<file path="src/tgc_pkg.sv">
// Package with shared constants for the data toggle control link.
package tgc_pkg;
    // Command register indices on the link.
    localparam logic [5:0] ADDR_IND_LOW = 6'h3a;
    localparam logic [5:0] ADDR_IND_HIGH = 6'h3b;
    localparam logic [5:0] ADDR_IND_DATA = 6'h3c;
    // Indirect address of the toggle control register.
    localparam logic [15:0] TOGGLE_REG_ADDR = 16'he683;
    // Toggle control field positions.
    localparam int BIT_TOGGLE_VALUE = 7;
    localparam int BIT_FORCE_DATA1 = 6;
    localparam int BIT_FORCE_DATA0 = 5;
    localparam int BIT_DIRECTION = 4;
    localparam int EP_MSB = 3;
    localparam logic [7:0] TOGGLE_CTRL_RESET = 8'h32;
    // Valid endpoint numbers.
    localparam logic [3:0] EP_NUM_0 = 4'h0;
    localparam logic [3:0] EP_NUM_1 = 4'h1;
    localparam logic [3:0] EP_NUM_2 = 4'h2;
    localparam logic [3:0] EP_NUM_6 = 4'h6;
    localparam logic [3:0] EP_NUM_8 = 4'h8;
    localparam int N_TOGGLES = 16;
    // Reference clock rate and ready turnaround.
    localparam int REF_CLOCK_MHZ = 24;
    localparam int CLK_MHZ = 200;
    localparam int BUSY_NS = 20;
    localparam int BUSY_CYCLES = (BUSY_NS * CLK_MHZ + 999) / 1000;
    localparam logic [3:0] BUSY_COUNT = 4'(BUSY_CYCLES);
    // Host controller register map.
    localparam logic [3:0] HREG_CTRL = 4'h0;
    localparam logic [3:0] HREG_STATUS = 4'h1;
    localparam logic [3:0] HREG_ADDR = 4'h2;
    localparam logic [3:0] HREG_WDATA = 4'h3;
    localparam logic [3:0] HREG_RDATA = 4'h4;
endpackage

</file>
<file path="src/tgc_link_if.sv">
// Interface carrying the command link between master and device.
`timescale 1ns/1ps
`default_nettype none
interface tgc_link_if;
    logic cmd_valid;
    logic cmd_is_addr;
    logic cmd_read;
    logic [5:0] cmd_addr;
    logic [3:0] cmd_nibble;
    logic [7:0] rd_data;
    logic rd_valid;
    logic ready;
    logic int_n;
    modport device (input cmd_valid, cmd_is_addr, cmd_read, cmd_addr, cmd_nibble,
                    output rd_data, rd_valid, ready, int_n);
    modport master (output cmd_valid, cmd_is_addr, cmd_read, cmd_addr, cmd_nibble,
                    input rd_data, rd_valid, ready, int_n);
endinterface
`default_nettype wire

</file>
<file path="src/tgc_device.sv">
// Device end: command decoder, indirect access and endpoint data toggles.
//
// Behaviour
// - Bit 7 reads selected endpoint toggle.
// - Master selects endpoint before reading toggle.
// - Writing bit 6 forces DATA1.
// - Writing bit 5 forces DATA0.
// - Master keeps selection unchanged while forcing.
// - Bit 4 selects OUT or IN.
// - Bits 3-0 hold valid endpoint number.
// - Clear by select write then reset write.
// - Low address byte via 0x3A nibbles.
// - High address byte via 0x3B nibbles.
// - Value write via 0x3C nibbles.
// - Read of 0x3C returns target.
// - Toggle register address is 0xE683.
// - Ready output gates command accesses.
// - Active-low interrupt output.
// - Low reset clears whole device; toggle control register resets to 0x32 here, not zero.
// - Runs from 24 MHz reference clock; the busy timing here assumes a 200 MHz clk (CLK_MHZ).
// - Toggle register reached only indirectly.
// - Data bytes travel as nibbles.
//
// Chosen here: the strobed register port.
`timescale 1ns/1ps
`default_nettype none
module tgc_device (
    // Clock, reset and freeze.
    input wire logic clk,
    input wire logic reset_n,
    input wire logic clk_en,
    // Command link.
    tgc_link_if.device link,
    // Toggle events from the USB engine.
    input wire logic [15:0] toggle_flip,
    input wire logic irq_request,
    // Observation.
    output logic [7:0] toggle_ctrl
);
    typedef enum logic {TGC_HI_NIB, TGC_LO_NIB} tgc_nib_e;

    logic [7:0] ctrl_q;
    logic [15:0] toggles_in_q;
    logic [15:0] toggles_out_q;
    logic [15:0] ind_addr_q;
    logic [5:0] cur_reg_q;
    logic [3:0] upper_q;
    tgc_nib_e nib_q;
    logic [3:0] busy_q;
    logic [7:0] rd_data_q;
    logic rd_valid_q;
    logic ready_q;
    logic int_n_q;
    logic byte_done;
    logic [7:0] byte_val;
    logic take;
    logic hit_toggle;
    logic [7:0] read_val;
    logic [7:0] toggle_ctrl_q;
    logic value_wr;
    logic force_hit;

    function automatic logic ep_valid(input logic [3:0] ep);
        return ep == tgc_pkg::EP_NUM_0 || ep == tgc_pkg::EP_NUM_1 || ep == tgc_pkg::EP_NUM_2 ||
               ep == tgc_pkg::EP_NUM_6 || ep == tgc_pkg::EP_NUM_8;
    endfunction

    // A command is only accepted while ready is shown.
    assign take = clk_en && link.cmd_valid && ready_q;
    assign byte_done = take && !link.cmd_is_addr && !link.cmd_read && nib_q == TGC_LO_NIB;
    assign byte_val = {upper_q, link.cmd_nibble};
    assign hit_toggle = ind_addr_q == tgc_pkg::TOGGLE_REG_ADDR;
    assign value_wr = byte_done && cur_reg_q == tgc_pkg::ADDR_IND_DATA && hit_toggle;
    assign force_hit = value_wr && ep_valid(byte_val[tgc_pkg::EP_MSB:0]) &&
                       (byte_val[tgc_pkg::BIT_FORCE_DATA1] || byte_val[tgc_pkg::BIT_FORCE_DATA0]);

    always_comb begin
        // Bits 6 and 5 are write-only strobes and always read back as zero.
        read_val = 8'h00;
        read_val[tgc_pkg::BIT_DIRECTION:0] = ctrl_q[tgc_pkg::BIT_DIRECTION:0];
        if (ctrl_q[tgc_pkg::BIT_DIRECTION]) begin
            read_val[tgc_pkg::BIT_TOGGLE_VALUE] = toggles_in_q[ctrl_q[tgc_pkg::EP_MSB:0]];
        end else begin
            read_val[tgc_pkg::BIT_TOGGLE_VALUE] = toggles_out_q[ctrl_q[tgc_pkg::EP_MSB:0]];
        end
    end

    always_ff @(posedge clk or negedge reset_n) begin
        if (!reset_n) begin
            cur_reg_q <= 6'h00;
            nib_q <= TGC_HI_NIB;
            upper_q <= 4'h0;
        end else if (take) begin
            if (link.cmd_is_addr) begin
                cur_reg_q <= link.cmd_addr;
                nib_q <= TGC_HI_NIB;
            end else if (!link.cmd_read) begin
                unique case (nib_q)
                    TGC_HI_NIB: begin
                        upper_q <= link.cmd_nibble;
                        nib_q <= TGC_LO_NIB;
                    end
                    TGC_LO_NIB: nib_q <= TGC_HI_NIB;
                endcase
            end
        end
    end

    always_ff @(posedge clk or negedge reset_n) begin
        if (!reset_n) begin
            ind_addr_q <= 16'h0000;
        end else if (byte_done && cur_reg_q == tgc_pkg::ADDR_IND_LOW) begin
            ind_addr_q[7:0] <= byte_val;
        end else if (byte_done && cur_reg_q == tgc_pkg::ADDR_IND_HIGH) begin
            ind_addr_q[15:8] <= byte_val;
        end
    end

    always_ff @(posedge clk or negedge reset_n) begin
        if (!reset_n) begin
            ctrl_q <= tgc_pkg::TOGGLE_CTRL_RESET;
        end else if (value_wr) begin
            ctrl_q <= {3'h0, byte_val[tgc_pkg::BIT_DIRECTION:0]};
        end
    end

    always_ff @(posedge clk or negedge reset_n) begin
        if (!reset_n) begin
            toggles_in_q <= 16'h0000;
            toggles_out_q <= 16'h0000;
        end else if (clk_en) begin
            toggles_in_q <= toggles_in_q ^ toggle_flip;
            toggles_out_q <= toggles_out_q;
            if (force_hit) begin
                // Force wins over a same-cycle packet flip.
                if (byte_val[tgc_pkg::BIT_DIRECTION]) begin
                    toggles_in_q[byte_val[tgc_pkg::EP_MSB:0]] <= byte_val[tgc_pkg::BIT_FORCE_DATA1];
                end else begin
                    toggles_out_q[byte_val[tgc_pkg::EP_MSB:0]] <= byte_val[tgc_pkg::BIT_FORCE_DATA1];
                end
            end
        end
    end

    always_ff @(posedge clk or negedge reset_n) begin
        if (!reset_n) begin
            rd_data_q <= 8'h00;
            rd_valid_q <= 1'b0;
        end else if (clk_en) begin
            rd_valid_q <= take && link.cmd_is_addr && link.cmd_read;
            if (take && link.cmd_is_addr && link.cmd_read) begin
                rd_data_q <= (link.cmd_addr == tgc_pkg::ADDR_IND_DATA && hit_toggle) ? read_val : 8'h00;
            end
        end
    end

    // Ready falls on the accepting edge, so a master on this clock never sends twice into one busy window.
    // ready after each command
    always_ff @(posedge clk or negedge reset_n) begin
        if (!reset_n) begin
            busy_q <= tgc_pkg::BUSY_COUNT;
            ready_q <= 1'b0;
        end else if (clk_en) begin
            if (take) begin
                busy_q <= tgc_pkg::BUSY_COUNT;
                ready_q <= 1'b0;
            end else if (busy_q != 4'h0) begin
                busy_q <= busy_q - 4'h1;
            end else begin
                ready_q <= 1'b1;
            end
        end
    end

    always_ff @(posedge clk or negedge reset_n) begin
        if (!reset_n) begin
            int_n_q <= 1'b1;
        end else if (clk_en) begin
            int_n_q <= !irq_request;
        end
    end

    // The view is registered so that it leaves a flip-flop; it lags the readback by one cycle.
    // registered readback view
    always_ff @(posedge clk or negedge reset_n) begin
        if (!reset_n) begin
            toggle_ctrl_q <= {3'h0, tgc_pkg::TOGGLE_CTRL_RESET[tgc_pkg::BIT_DIRECTION:0]};
        end else if (clk_en) begin
            toggle_ctrl_q <= read_val;
        end
    end

    // clock runs at CLK_MHZ, 200 MHz, not the 24 MHz reference.
    assign link.rd_data = rd_data_q;
    assign link.rd_valid = rd_valid_q;
    assign link.ready = ready_q;
    assign link.int_n = int_n_q;
    assign toggle_ctrl = toggle_ctrl_q;
endmodule
`default_nettype wire

</file>
<file path="src/flat_wrapper.sv">
// flat-port wrapper written by rule: the top's interface ports become plain ports
module tgc_device_flat 
  (clk, reset_n, clk_en, toggle_flip, irq_request, toggle_ctrl, link_cmd_valid, link_cmd_is_addr, link_cmd_read, link_cmd_addr, link_cmd_nibble, link_rd_data, link_rd_valid, link_ready, link_int_n);
  tgc_link_if link_i ();
  input wire logic clk;
  input wire logic reset_n;
  input wire logic clk_en;
  input wire logic [15:0] toggle_flip;
  input wire logic irq_request;
  output logic [7:0] toggle_ctrl;
  input wire logic [$bits(link_i.cmd_valid)-1:0] link_cmd_valid;
  input wire logic [$bits(link_i.cmd_is_addr)-1:0] link_cmd_is_addr;
  input wire logic [$bits(link_i.cmd_read)-1:0] link_cmd_read;
  input wire logic [$bits(link_i.cmd_addr)-1:0] link_cmd_addr;
  input wire logic [$bits(link_i.cmd_nibble)-1:0] link_cmd_nibble;
  output wire logic [$bits(link_i.rd_data)-1:0] link_rd_data;
  output wire logic [$bits(link_i.rd_valid)-1:0] link_rd_valid;
  output wire logic [$bits(link_i.ready)-1:0] link_ready;
  output wire logic [$bits(link_i.int_n)-1:0] link_int_n;
  assign link_i.cmd_valid = link_cmd_valid;
  assign link_i.cmd_is_addr = link_cmd_is_addr;
  assign link_i.cmd_read = link_cmd_read;
  assign link_i.cmd_addr = link_cmd_addr;
  assign link_i.cmd_nibble = link_cmd_nibble;
  assign link_rd_data = link_i.rd_data;
  assign link_rd_valid = link_i.rd_valid;
  assign link_ready = link_i.ready;
  assign link_int_n = link_i.int_n;
  tgc_device u_core (.clk(clk), .reset_n(reset_n), .clk_en(clk_en), .link(link_i), .toggle_flip(toggle_flip), .irq_request(irq_request), .toggle_ctrl(toggle_ctrl));
endmodule
</file>
<file path="config.mk">
export PLATFORM = sky130hd
export DESIGN_NAME = tgc_device_flat
export DESIGN_NICKNAME = d
export VERILOG_FILES = /design/src/tgc_pkg.sv /design/src/tgc_link_if.sv /design/src/tgc_device.sv /design/src/flat_wrapper.sv
export SDC_FILE = /design/constraint.sdc
export NUM_CORES = 1
export LEC_CHECK = 0
export BUFFER_PORTS_ARGS = -buffer_cell sky130_fd_sc_hd__buf_4
export CORE_MARGIN = 2
export CORE_UTILIZATION = 45
export CTS_BUF_LIST = sky130_fd_sc_hd__clkbuf_2 sky130_fd_sc_hd__clkbuf_4 sky130_fd_sc_hd__clkbuf_8
export CTS_CLUSTER_SIZE = 8
export DETAILED_ROUTE_END_ITERATION = 16
export HOLD_SLACK_MARGIN = 0.1
export PLACE_DENSITY = 0.71
export SETUP_SLACK_MARGIN = 0.05
export SLEW_MARGIN = 5
export SYNTH_ARGS = -nofsm -noshare
export SYNTH_HDL_FRONTEND = slang
export SYNTH_SLANG_ARGS = --single-unit
</file>
<file path="constraint.sdc">
create_clock -name clk -period 4 [get_ports clk]
set_clock_uncertainty 0.1 [all_clocks]
set_input_delay 0.2 -clock clk [delete_from_list [all_inputs] [get_ports clk]]
set_output_delay 0.2 -clock clk [all_outputs]
set_load 0.005 [all_outputs]
</file>
==> flow_summary.json, run 1 <==
{
  "worst-slew-pin-transition_ns": 1.057,
  "synth_ff_type": "sky130_fd_sc_hd__dfrtp_1",
  "rows": 33,
  "synth.top_cells.by_area": "sky130_fd_sc_hd__dfrtp_1, sky130_fd_sc_hd__mux2_2, sky130_fd_sc_hd__mux2i_1",
  "die_h_um": 96.20,
  "post_detail_place_hpwl_mm": 5.219,
  "hold_class": "primary input to flip-flop",
  "grt_first_pass_wirelength_mm": 13.01,
  "die_w_um": 96.20,
  "port_buffers": 47,
  "place.gp.congestion": 0.7859,
  "n_antenna_cell": 0,
  "status": "finished, final reports clean",
  "synth-seq-area-share": 0.5450,
  "track_usage": 0.1837,
  "fin_cells": 495,
  "deepest_clock_path_buffer_count": 2,
  "final_layout_size_suffix_gt1_frac": 0.2974,
  "critical_path_peak_fanout": 4,
  "ios": 52,
  "asyncSetResetFlopFracSynth": 1.000,
  "cts_root_buffer": "sky130_fd_sc_hd__clkbuf_8",
  "route.antenna.remaining_nets": 0,
  "first_global_vias": 2768,
  "finalCoreUtilization": 0.5674,
  "totalNegativeSetupSlack_ns": 0,
  "timing.critical_path.arrival_ns": 2.60,
  "worstPathCellList": "or4bb_1 -> nor4_4 -> nand4_1 -> nor3_1 -> mux2i_1 -> a22oi_1",
  "power.static_leakage_nw": 2.126,
  "synth_cell_types": 51,
  "post-synth-top-area-cell": "sky130_fd_sc_hd__dfrtp_1",
  "synth_largest_type_area_fraction": 0.5038,
  "floorplan.die_area_um2": 9253,
  "slew_violations": 0,
  "postSynthRegisterBits": 83,
  "final_common_cell": "sky130_fd_sc_hd__dfrtp_1",
  "coreArea_um2": 8217,
  "synth_edf_count": 0,
  "htree_levels": 3,
  "path_buf_inv": 0,
  "synthesis.yosys.warnings": 0,
  "initial_utilization": 0.4655,
  "via_count_of_the_routed_design": 2666,
  "cp.required_ns": 4.10,
  "cts.sink_count": 83,
  "cts_repair_resize_count": 0,
  "drt-total-wl_mm": 7.811,
  "cp-end-kind": "flip-flop",
  "grt_setup_unrepaired": "no",
  "worst_path_dominant_cell_family": "simple AND/OR/NAND/NOR gates",
  "cts_post_setup_buffers_inserted": 0,
  "antenna_found_initial": 0,
  "worstSetupPathType": "flip-flop to flip-flop",
  "maxCapViolCount": 0,
  "total_nets_final": 419,
  "leading_cell_types_in_the_layout_fill_and_taps_excluded": "sky130_fd_sc_hd__dfrtp_1, sky130_fd_sc_hd__buf_4, sky130_fd_sc_hd__mux2_2, sky130_fd_sc_hd__nand2_1, sky130_fd_sc_hd__dlygate4sd3_1",
  "finalCritPeriodShare": 0.6263,
  "fmax_mhz": 399.2,
  "grt_start_max_net_pins": 84,
  "firstDrtPassIters": 5,
  "hold_buffers": 25,
  "ir_worst_vdd_uv": 213.9,
  "hold_viol": 0,
  "postSynthAreaPerCell_um2": 11.70,
  "setup-violations-final": 0,
  "synthesis.area_um2": 3825,
  "crit_path_max_incr_delay_ns": 0.56,
  "crit_path_top_delay_cell": "sky130_fd_sc_hd__or4bb_1",
  "worst_skew_pair.late_latency_ns": 0.34,
  "number_of_cts_inserted_buffers": 9,
  "grt.overflow.total": 0,
  "synthesis.instances": 327,
  "power_density_nw_per_um2": 472.4,
  "routed_wire_length_per_instance_um": 15.78,
  "cts_tree": "yes",
  "final_period_minus_worst_setup_slack_ns": 2.505,
  "timing.max_slew.rel_slack": 0.2954,
  "drc": 0,
  "path_clk_slew_ns": 0.08,
  "whs_ns": 0.1262,
  "cp-start-kind": "flip-flop",
  "total_placed_cells_including_tap_cells": 454,
  "detail_route.vias_per_cell": 5.386,
  "flow.area_growth_from_synthesis_pct": 21.88,
  "overall_power_after_layout_mw": 2.202,
  "drt_first_iter_violations": 130
}
==> logic make-up after synthesis <==
family	synth area share
fa+ha+maj	0.003271
mux	0.1685
flops	0.5450
compound gates	0.06935
simple gates	0.1426
xor+xnor	0.02519
buf+inv	0.04514
other cells	0.0009804
==> cell usage after synthesis, types with 2 or more instances <==
master / n
sky130_fd_sc_hd__a211oi_1: 2
sky130_fd_sc_hd__a21oi_1: 4
sky130_fd_sc_hd__a22o_1: 6
sky130_fd_sc_hd__a22oi_1: 7
sky130_fd_sc_hd__and3_1: 3
sky130_fd_sc_hd__buf_4: 4
sky130_fd_sc_hd__clkbuf_1: 22
sky130_fd_sc_hd__dfrtp_1: 77
sky130_fd_sc_hd__dfstp_2: 6
sky130_fd_sc_hd__inv_1: 8
sky130_fd_sc_hd__mux2_2: 38
sky130_fd_sc_hd__mux2i_1: 19
sky130_fd_sc_hd__nand2_1: 35
sky130_fd_sc_hd__nand3_1: 6
sky130_fd_sc_hd__nand3b_1: 2
sky130_fd_sc_hd__nand4_1: 5
sky130_fd_sc_hd__nand4b_1: 4
sky130_fd_sc_hd__nor2_1: 12
sky130_fd_sc_hd__nor2b_1: 2
sky130_fd_sc_hd__nor3_1: 7
sky130_fd_sc_hd__nor3b_1: 2
sky130_fd_sc_hd__nor4_1: 3
sky130_fd_sc_hd__nor4_4: 2
sky130_fd_sc_hd__o211ai_1: 2
sky130_fd_sc_hd__o21ai_0: 11
sky130_fd_sc_hd__o22ai_1: 2
sky130_fd_sc_hd__or4bb_1: 2
sky130_fd_sc_hd__xnor2_1: 11
==> report_power, final <==
group / switching (mW) / total, mW / internal (mW)
clock network: 0.289 / 0.672 / 0.383
registers: 0.153 / 1.15 / 0.995
logic: 0.168 / 0.382 / 0.214
total: 0.610 / 2.20 / 1.59
==> sequential cells by signal (all words and copies together), names as in the netlist, 4 cells and up <==
register,count
u_core.ctrl_q,5
u_core.toggles_in_q,16
u_core.busy_q,4
u_core.cur_reg_q,6
u_core.ind_addr_q,16
u_core.toggles_out_q,16
u_core.upper_q,4
u_core.toggle_ctrl,6
u_core.link.rd_data,6
==> final timing paths <==
check	from	slack (ns)	cells past startpoint	end
setup / recovery	u_core.ind_addr_q[3]$_DFFE_PN0N_	1.49	6	u_core.toggles_in_q[0]$_DFFE_PN0P_
hold / removal	toggle_flip[1]	0.13	4	u_core.toggles_in_q[1]$_DFFE_PN0P_
setup reg to reg	u_core.ind_addr_q[3]$_DFFE_PN0N_	1.49	6	u_core.toggles_in_q[0]$_DFFE_PN0P_
hold reg to reg	u_core.toggles_out_q[7]$_DFFE_PN0P_	0.28	0	u_core.toggles_out_q[7]$_DFFE_PN0P_
max in group asynchronous	reset_n	2.63	2	u_core.ind_addr_q[8]$_DFFE_PN0P_
min in group asynchronous	reset_n	0.48	2	u_core.toggles_in_q[0]$_DFFE_PN0P_
==> area by class of cell <==
type                            instances  area [um2]
Fill cell                             683        3555
Tap cell                              105       131.4
Clock inverter                          4       73.82
Clock buffer                           12       152.6
Multi-Input combinational cell        210        1579
Sequential cell                        83        2085
Timing Repair Buffer                   73       610.6
Inverter                                8       30.03
==> metal layers <==
| layer | track usage | part of all wire | vias up |
|---|---|---|---|
| met5 | 0 | 0 | - |
| met4 | 0.05595 | 0.0087 | 0 |
| met3 | 0.04229 | 0.041 | 6 |
| met2 | 0.2934 | 0.49 | 54 |
| met1 | 0.2492 | 0.46 | 1339 |
| li1 | - | - | 1267 |
==> metrics by stage <==
stage | setup WS (ns) | instance area, um2
6_report | 1.495 | 4662
5_1_grt | 1.333 | 4662
4_1_cts | 1.497 | 4662
3_5_place_dp | 1.516 | 4185
3_3_place_gp | 1.569 | 4185
2_1_floorplan | 1.726 | 3836
==> worst register-to-register path: cells and delay by family, from the launching register on <==
kind,cells,cell delay [ns]
flip-flops,1,0.38
multiplexers,1,0.23
AO/OA/AOI/OAI,1,0.09
AND/OR/NAND/NOR,4,1.56
(Power assumes the default switching activity.)
==> inputs of run 2 (changes only) <==
--- a/config.mk
+++ b/config.mk
@@ -12,7 +12,7 @@
 export CTS_CLUSTER_SIZE = 8
 export DETAILED_ROUTE_END_ITERATION = 16
 export HOLD_SLACK_MARGIN = 0.1
-export PLACE_DENSITY = 0.71
+export PLACE_DENSITY = 0.73
 export SETUP_SLACK_MARGIN = 0.05
 export SLEW_MARGIN = 5
 export SYNTH_ARGS = -nofsm -noshare
==> constraint.sdc (replaced) <==
create_clock -name clk -period 2.1 [get_ports clk]
set_clock_uncertainty 0.1 [all_clocks]
set_input_delay 0.105 -clock clk [delete_from_list [all_inputs] [get_ports clk]]
set_output_delay 0.105 -clock clk [all_outputs]
set_load 0.005 [all_outputs]
==> flow_summary.json, run 2 (synthesized netlist as in run 1, its figures left out) <==
{
  "status": "finished with violations",
  "failed_checks": "negative setup slack",
  "critical_path_peak_fanout": 4,
  "drc": 0,
  "cp-end-kind": "flip-flop",
  "path_buf_inv": 0,
  "cts_tree": "yes",
  "first_global_vias": 2763,
  "flow.area_growth_from_synthesis_pct": 31.37,
  "route.antenna.remaining_nets": 0,
  "htree_levels": 3,
  "fin_cells": 523,
  "cts_root_buffer": "sky130_fd_sc_hd__clkbuf_8",
  "total_placed_cells_including_tap_cells": 471,
  "drt_first_iter_violations": 127,
  "worstPathCellList": "or4bb_1 -> nor4_4 -> nand3_2 -> nor3_2 -> nand3_1 -> mux2_4",
  "grt_start_max_net_pins": 54,
  "place_area_um2": 4372,
  "slew_violations": 0,
  "met1Wirelength_mm": 3.599,
  "path_clk_slew_ns": 0.08,
  "drt-total-wl_mm": 8.127,
  "grt_setup_unrepaired": "yes",
  "postLayoutSetupSlackWorst_ns": -0.2360,
  "leading_cell_types_in_the_layout_fill_and_taps_excluded": "sky130_fd_sc_hd__dfrtp_1, sky130_fd_sc_hd__buf_4, sky130_fd_sc_hd__mux2_2, sky130_fd_sc_hd__nand2_1, sky130_fd_sc_hd__dlygate4sd3_1",
  "timing.max_slew.rel_slack": 0.4855,
  "hold_viol": 0,
  "ir_worst_vdd_uv": 330.5,
  "fillerInstances": 626,
  "n_antenna_cell": 0,
  "ios": 52,
  "largest_registers": "u_core.ind_addr_q (16), u_core.toggles_in_q (16), u_core.toggles_out_q (16)",
  "finalCritPeriodShare": 1.112,
  "initial_utilization": 0.4655,
  "final_common_cell": "sky130_fd_sc_hd__dfrtp_1",
  "antenna_found_initial": 0,
  "place.gp.congestion": 0.8135,
  "floorplan.die_area_um2": 9253,
  "cts.sink_count": 83,
  "setup-violations-final": 20,
  "layout.cell_area.non_filler_um2": 5025,
  "deepest_clock_path_buffer_count": 2,
  "total_nets_final": 447,
  "crit_path_top_delay_cell": "sky130_fd_sc_hd__or4bb_1",
  "route.top_layer_used": "met4",
  "hold_class": "primary input to async pin",
  "worst-slew-pin-transition_ns": 0.7717,
  "worst_path_dominant_cell_family": "simple AND/OR/NAND/NOR gates",
  "timing.critical_path.arrival_ns": 2.47,
  "cp-start-kind": "flip-flop",
  "finalCoreUtilization": 0.6115,
  "die_h_um": 96.20,
  "number_of_cts_inserted_buffers": 9,
  "firstDrtPassIters": 4,
  "route.met2.wl_mm": 4.031,
  "cp.required_ns": 2.24,
  "die_w_um": 96.20,
  "routed_wire_length_per_instance_um": 15.54,
  "grt.overflow.total": 0,
  "detail_route.vias_per_cell": 5.224,
  "worstSetupPathType": "flip-flop to flip-flop",
  "crit_path_max_incr_delay_ns": 0.55,
  "final_layout_size_suffix_gt1_frac": 0.3684,
  "power.static_leakage_nw": 2.295,
  "fmax_mhz": 428.1,
  "rows": 33,
  "power_density_nw_per_um2": 828.9,
  "worst_skew_pair.late_latency_ns": 0.35,
  "grt_first_pass_wirelength_mm": 13.32,
  "track_usage": 0.1915,
  "port_buffers": 47,
  "via_count_of_the_routed_design": 2732,
  "maxCapViolCount": 0,
  "final_period_minus_worst_setup_slack_ns": 2.336,
  "coreArea_um2": 8217,
  "post_detail_place_hpwl_mm": 5.495,
  "met3_wirelength_from_detailed_routing_um": 327
}
==> run 2: cell types whose count changed in the layout (fill, tap and decap cells not counted), moves of 3 or more <==
cell                            delta
sky130_fd_sc_hd__buf_4            +16
sky130_fd_sc_hd__dlygate4sd3_1     +7
sky130_fd_sc_hd__nor3_1            -4
sky130_fd_sc_hd__buf_6             +3
sky130_fd_sc_hd__clkinvlp_4        +3
sky130_fd_sc_hd__nor3_2            +3
==> run 2: stage by stage <==
stage                     setup WS (ns)  hold WS (ns)  total power, mW  setup TNS, ns
final                           -0.2360        0.1240            4.165         -2.186
after global routing            -0.3791        0.1586            4.399         -4.864
after CTS                       -0.2379        0.1202            4.185         -2.707
after detailed placement        -0.2317      -0.02612            2.929         -2.555
after global placement          -0.1800      -0.02738            2.887         -1.892
after floorplan                 -0.1293       -0.2906            2.629        -0.7032
==> run 2: path summary, 6_finish.rpt <==
| path | from | to | slack, ns | cells after the start |
|---|---|---|---|---|
| worst max-delay path | u_core.ind_addr_q[11]$_DFFE_PN0P_ | u_core.toggles_out_q[0]$_DFFE_PN0P_ | -0.24 | 6 |
| worst min-delay path | reset_n | u_core.ind_addr_q[3]$_DFFE_PN0N_ | 0.12 | 2 |
| worst max register to register | u_core.ind_addr_q[11]$_DFFE_PN0P_ | u_core.toggles_out_q[0]$_DFFE_PN0P_ | -0.24 | 6 |
| worst min register to register | u_core.toggles_out_q[3]$_DFFE_PN0P_ | u_core.toggles_out_q[3]$_DFFE_PN0P_ | 0.28 | 0 |
| max in group asynchronous | reset_n | u_core.toggle_ctrl[4]$_DFFE_PN1P_ | 1.13 | 3 |
| min in group clk | clk_en | u_core.link.int_n$_DFFE_PN1P_ | 0.19 | 3 |
==> run 2: power breakdown <==
group / leakage [nW] / internal, mW / switching [mW]
Clock: 0.0956 / 0.599 / 0.583
Combinational: 1.13 / 0.454 / 0.367
Sequential: 1.07 / 1.90 / 0.267
Total: 2.30 / 2.95 / 1.22
==> run 2: what timing repair did <==
| item | CTS | global route |
|---|---|---|
| gates resized for setup | 9 | 12 |
| buffers inserted | 2 | 2 |
| pin swaps | 6 | 7 |
| endpoints found under the setup margin | 20 | 38 |
| hold buffers | 32 | 0 |
| endpoints found under the hold margin | 122 | 0 |
==> run 2: worst reg2reg max path, stage by stage, from the launching register on <==
cell	delay, ns
sky130_fd_sc_hd__dfrtp_1	0.37
sky130_fd_sc_hd__or4bb_1	0.55
sky130_fd_sc_hd__nor4_4	0.38
sky130_fd_sc_hd__nand3_2	0.19
sky130_fd_sc_hd__nor3_2	0.21
sky130_fd_sc_hd__nand3_1	0.12
sky130_fd_sc_hd__mux2_4	0.31
==> run 2: layout make-up <==
cell class	instances	area (um2)	share of cell area
clock buffers	11	145.1	0.02888
clock inverters	5	61.31	0.01220
inverters	8	30.03	0.005976
multi-input cells	210	1698	0.3379
flip-flops and latches	83	2085	0.4148
well taps	105	131.4	0.02615
repair buffers	101	874.6	0.1741
==> run 2: layer usage <==
layer,GRT usage,vias to the layer above
met2,0.3056,69
met4,0.08690,0
met1,0.2538,1335
met5,0,-
met3,0.03524,14
li1,-,1314
==> inputs of run 3 (changes only) <==
--- a/config.mk
+++ b/config.mk
@@ -12,8 +12,9 @@
 export CTS_CLUSTER_SIZE = 8
 export DETAILED_ROUTE_END_ITERATION = 16
 export HOLD_SLACK_MARGIN = 0.1
-export PLACE_DENSITY = 0.73
+export PLACE_DENSITY_LB_ADDON = 0.1
 export SETUP_SLACK_MARGIN = 0.05
+export SKIP_LAST_GASP = 1
 export SLEW_MARGIN = 5
 export SYNTH_ARGS = -nofsm -noshare
 export SYNTH_HDL_FRONTEND = slang
==> constraint.sdc (replaced) <==
create_clock -name clk -period 2.1 [get_ports clk]
set_clock_uncertainty 0.1 [all_clocks]
set_input_delay 0 -clock clk [delete_from_list [all_inputs] [get_ports clk]]
set_output_delay 0 -clock clk [all_outputs]
set_load 0.005 [all_outputs]
==> flow_summary.json, run 3 (synthesized netlist as in run 1, its figures left out) <==
{
  "fillerInstances": 656,
  "grt_setup_unrepaired": "yes",
  "postLayoutSetupSlackWorst_ns": -0.2054,
  "cts.sink_count": 83,
  "grt_start_max_net_pins": 51,
  "drc": 0,
  "path_buf_inv": 1,
  "total_nets_final": 455,
  "antenna_found_initial": 0,
  "cts_tree": "yes",
  "critical_path_peak_fanout": 4,
  "status": "finished with violations",
  "whs_path_depth": 0,
  "rows": 33,
  "detail_route.vias_per_cell": 5.232,
  "worst_skew_pair.late_latency_ns": 0.34,
  "maxCapViolCount": 0,
  "cp.required_ns": 2.22,
  "failed_checks": "negative setup slack",
  "fmax_mhz": 433.8,
  "leading_cell_types_in_the_layout_fill_and_taps_excluded": "sky130_fd_sc_hd__dfrtp_1, sky130_fd_sc_hd__buf_4, sky130_fd_sc_hd__mux2_2, sky130_fd_sc_hd__dlygate4sd3_1, sky130_fd_sc_hd__nand2_1",
  "share_seq_of_total_power": 0.503,
  "worst-path-stages": 7,
  "total_placed_cells_including_tap_cells": 471,
  "worst-slew-pin-transition_ns": 0.7264,
  "comb_pwr_share": 0.202,
  "first_global_vias": 2703,
  "number_of_cts_inserted_buffers": 9,
  "n_antenna_cell": 0,
  "drt-total-wl_mm": 8.410,
  "p_int_mw": 3.114,
  "flow.area_growth_from_synthesis_pct": 34.61,
  "track_usage": 0.1920,
  "port_buffers": 47,
  "power_density_nw_per_um2": 837.9,
  "grt.overflow.total": 0,
  "hold_viol": 0,
  "logic_depth_of_the_worst_register_to_register_path": 7,
  "post_detail_place_hpwl_mm": 5.478,
  "deepest_clock_path_buffer_count": 2,
  "drt_first_iter_violations": 113,
  "crit_path_max_incr_delay_ns": 0.55,
  "ios": 52,
  "hp-start": "u_core.toggles_out_q[7]$_DFFE_PN0P_",
  "htree_levels": 3,
  "crit_path_top_delay_cell": "sky130_fd_sc_hd__or4bb_1",
  "place.gp.congestion": 0.8425,
  "whs_ns": 0.2792,
  "floorplan.die_area_um2": 9253,
  "share_clk_of_total_power": 0.296,
  "finalCritPeriodShare": 1.098,
  "timing.critical_path.arrival_ns": 2.42,
  "power.static_leakage_nw": 2.350,
  "hold_class": "flip-flop to flip-flop",
  "final_common_cell": "sky130_fd_sc_hd__dfrtp_1",
  "path_clk_slew_ns": 0.08,
  "initial_utilization": 0.4655,
  "power.net_switching_mw": 1.200,
  "firstDrtPassIters": 4,
  "route.antenna.remaining_nets": 0,
  "final_period_minus_worst_setup_slack_ns": 2.305,
  "largest_registers": "u_core.ind_addr_q (16), u_core.toggles_in_q (16), u_core.toggles_out_q (16)",
  "coreArea_um2": 8217,
  "cp-start-kind": "flip-flop",
  "setup-violations-final": 20,
  "cts_root_buffer": "sky130_fd_sc_hd__clkbuf_8",
  "startpoint": "u_core.ind_addr_q[11]$_DFFE_PN0P_",
  "die_h_um": 96.20,
  "fin_cells": 531,
  "cp-end-kind": "flip-flop",
  "ir_worst_vdd_uv": 432.5,
  "die_w_um": 96.20,
  "slew_violations": 0,
  "switching_share": 0.2782,
  "routed_wire_length_per_instance_um": 15.84,
  "via_count_of_the_routed_design": 2778,
  "overall_power_after_layout_mw": 4.314,
  "worstSetupPathType": "flip-flop to flip-flop",
  "grt_first_pass_wirelength_mm": 13.46,
  "timing.max_slew.rel_slack": 0.5157,
  "worstPathCellList": "or4bb_1 -> nor4_4 -> buf_4 -> nand3_4 -> or3_4 -> o21ai_2 -> o211ai_1",
  "rr_startpoint": "u_core.ind_addr_q[11]$_DFFE_PN0P_",
  "worst_path_dominant_cell_family": "simple AND/OR/NAND/NOR gates",
  "final_layout_size_suffix_gt1_frac": 0.3826
}
run 3: worst paths after layout:
kind                       slack, ns                                   to
max                            -0.21   u_core.toggles_in_q[8]$_DFFE_PN0P_
max in group asynchronous       0.93         u_core.ctrl_q[4]$_DFFE_PN1P_
min                             0.28  u_core.toggles_out_q[7]$_DFFE_PN0P_
min in group asynchronous       0.64  u_core.toggles_in_q[15]$_DFFE_PN0P_
min reg2reg                     0.28  u_core.toggles_out_q[7]$_DFFE_PN0P_
max reg2reg                    -0.21   u_core.toggles_in_q[8]$_DFFE_PN0P_
run 3: per-layer routing:
metal / routed length (um) / global-route usage / share of wire / vias to the layer above
met5: 0 / 0 / 0 / -
met4: 103 / 0.06071 / 0.012 / 0
met3: 273 / 0.03367 / 0.032 / 11
met2: 3952 / 0.2928 / 0.47 / 47
met1: 4080 / 0.2786 / 0.49 / 1385
li1: - / - / - / 1335
run 3: stage by stage:
stage	utilization	setup slack, ns	setup TNS [ns]	instance area [um2]
after floorplan	-	-0.1293	-0.7032	3870
after global placement	0.5321	-0.2203	-1.707	4372
after detailed placement	0.5321	-0.2642	-2.342	4372
after CTS	0.6128	-0.2440	-3.276	5035
after global routing	0.6266	-0.3376	-5.022	5149
final	0.6266	-0.2054	-2.848	5149
run 3: power groups by stage:
stage               Combinational [mW]  Clock, mW  Sequential [mW]
floorplan                        0.521          0             2.11
global placement                 0.724          0             2.17
detailed placement               0.747          0             2.19
CTS                              0.824       1.31             2.15
global route                     0.963       1.37             2.20
finish                           0.871       1.28             2.17
run 3: layout make-up:
cell class / instances / area [um2] / share of cell area
clock inverter: 4 / 75.07 / 0.01458
sequential: 83 / 2085 / 0.4049
tap: 105 / 131.4 / 0.02552
clock buffer: 12 / 152.6 / 0.02965
multi-input combinational: 210 / 1709 / 0.3320
timing repair buffer: 109 / 965.9 / 0.1876
inverter: 8 / 30.03 / 0.005832
run 3: what timing repair did:
| action | CTS | global route |
|---|---|---|
| hold buffers | 36 | 0 |
| endpoints found under the hold margin | 127 | 0 |
| endpoints found under the setup margin | 20 | 30 |
| pin swaps | 7 | 11 |
| resized for setup | 11 | 17 |
| cloned | 0 | 0 |
| buffers inserted | 4 | 7 |
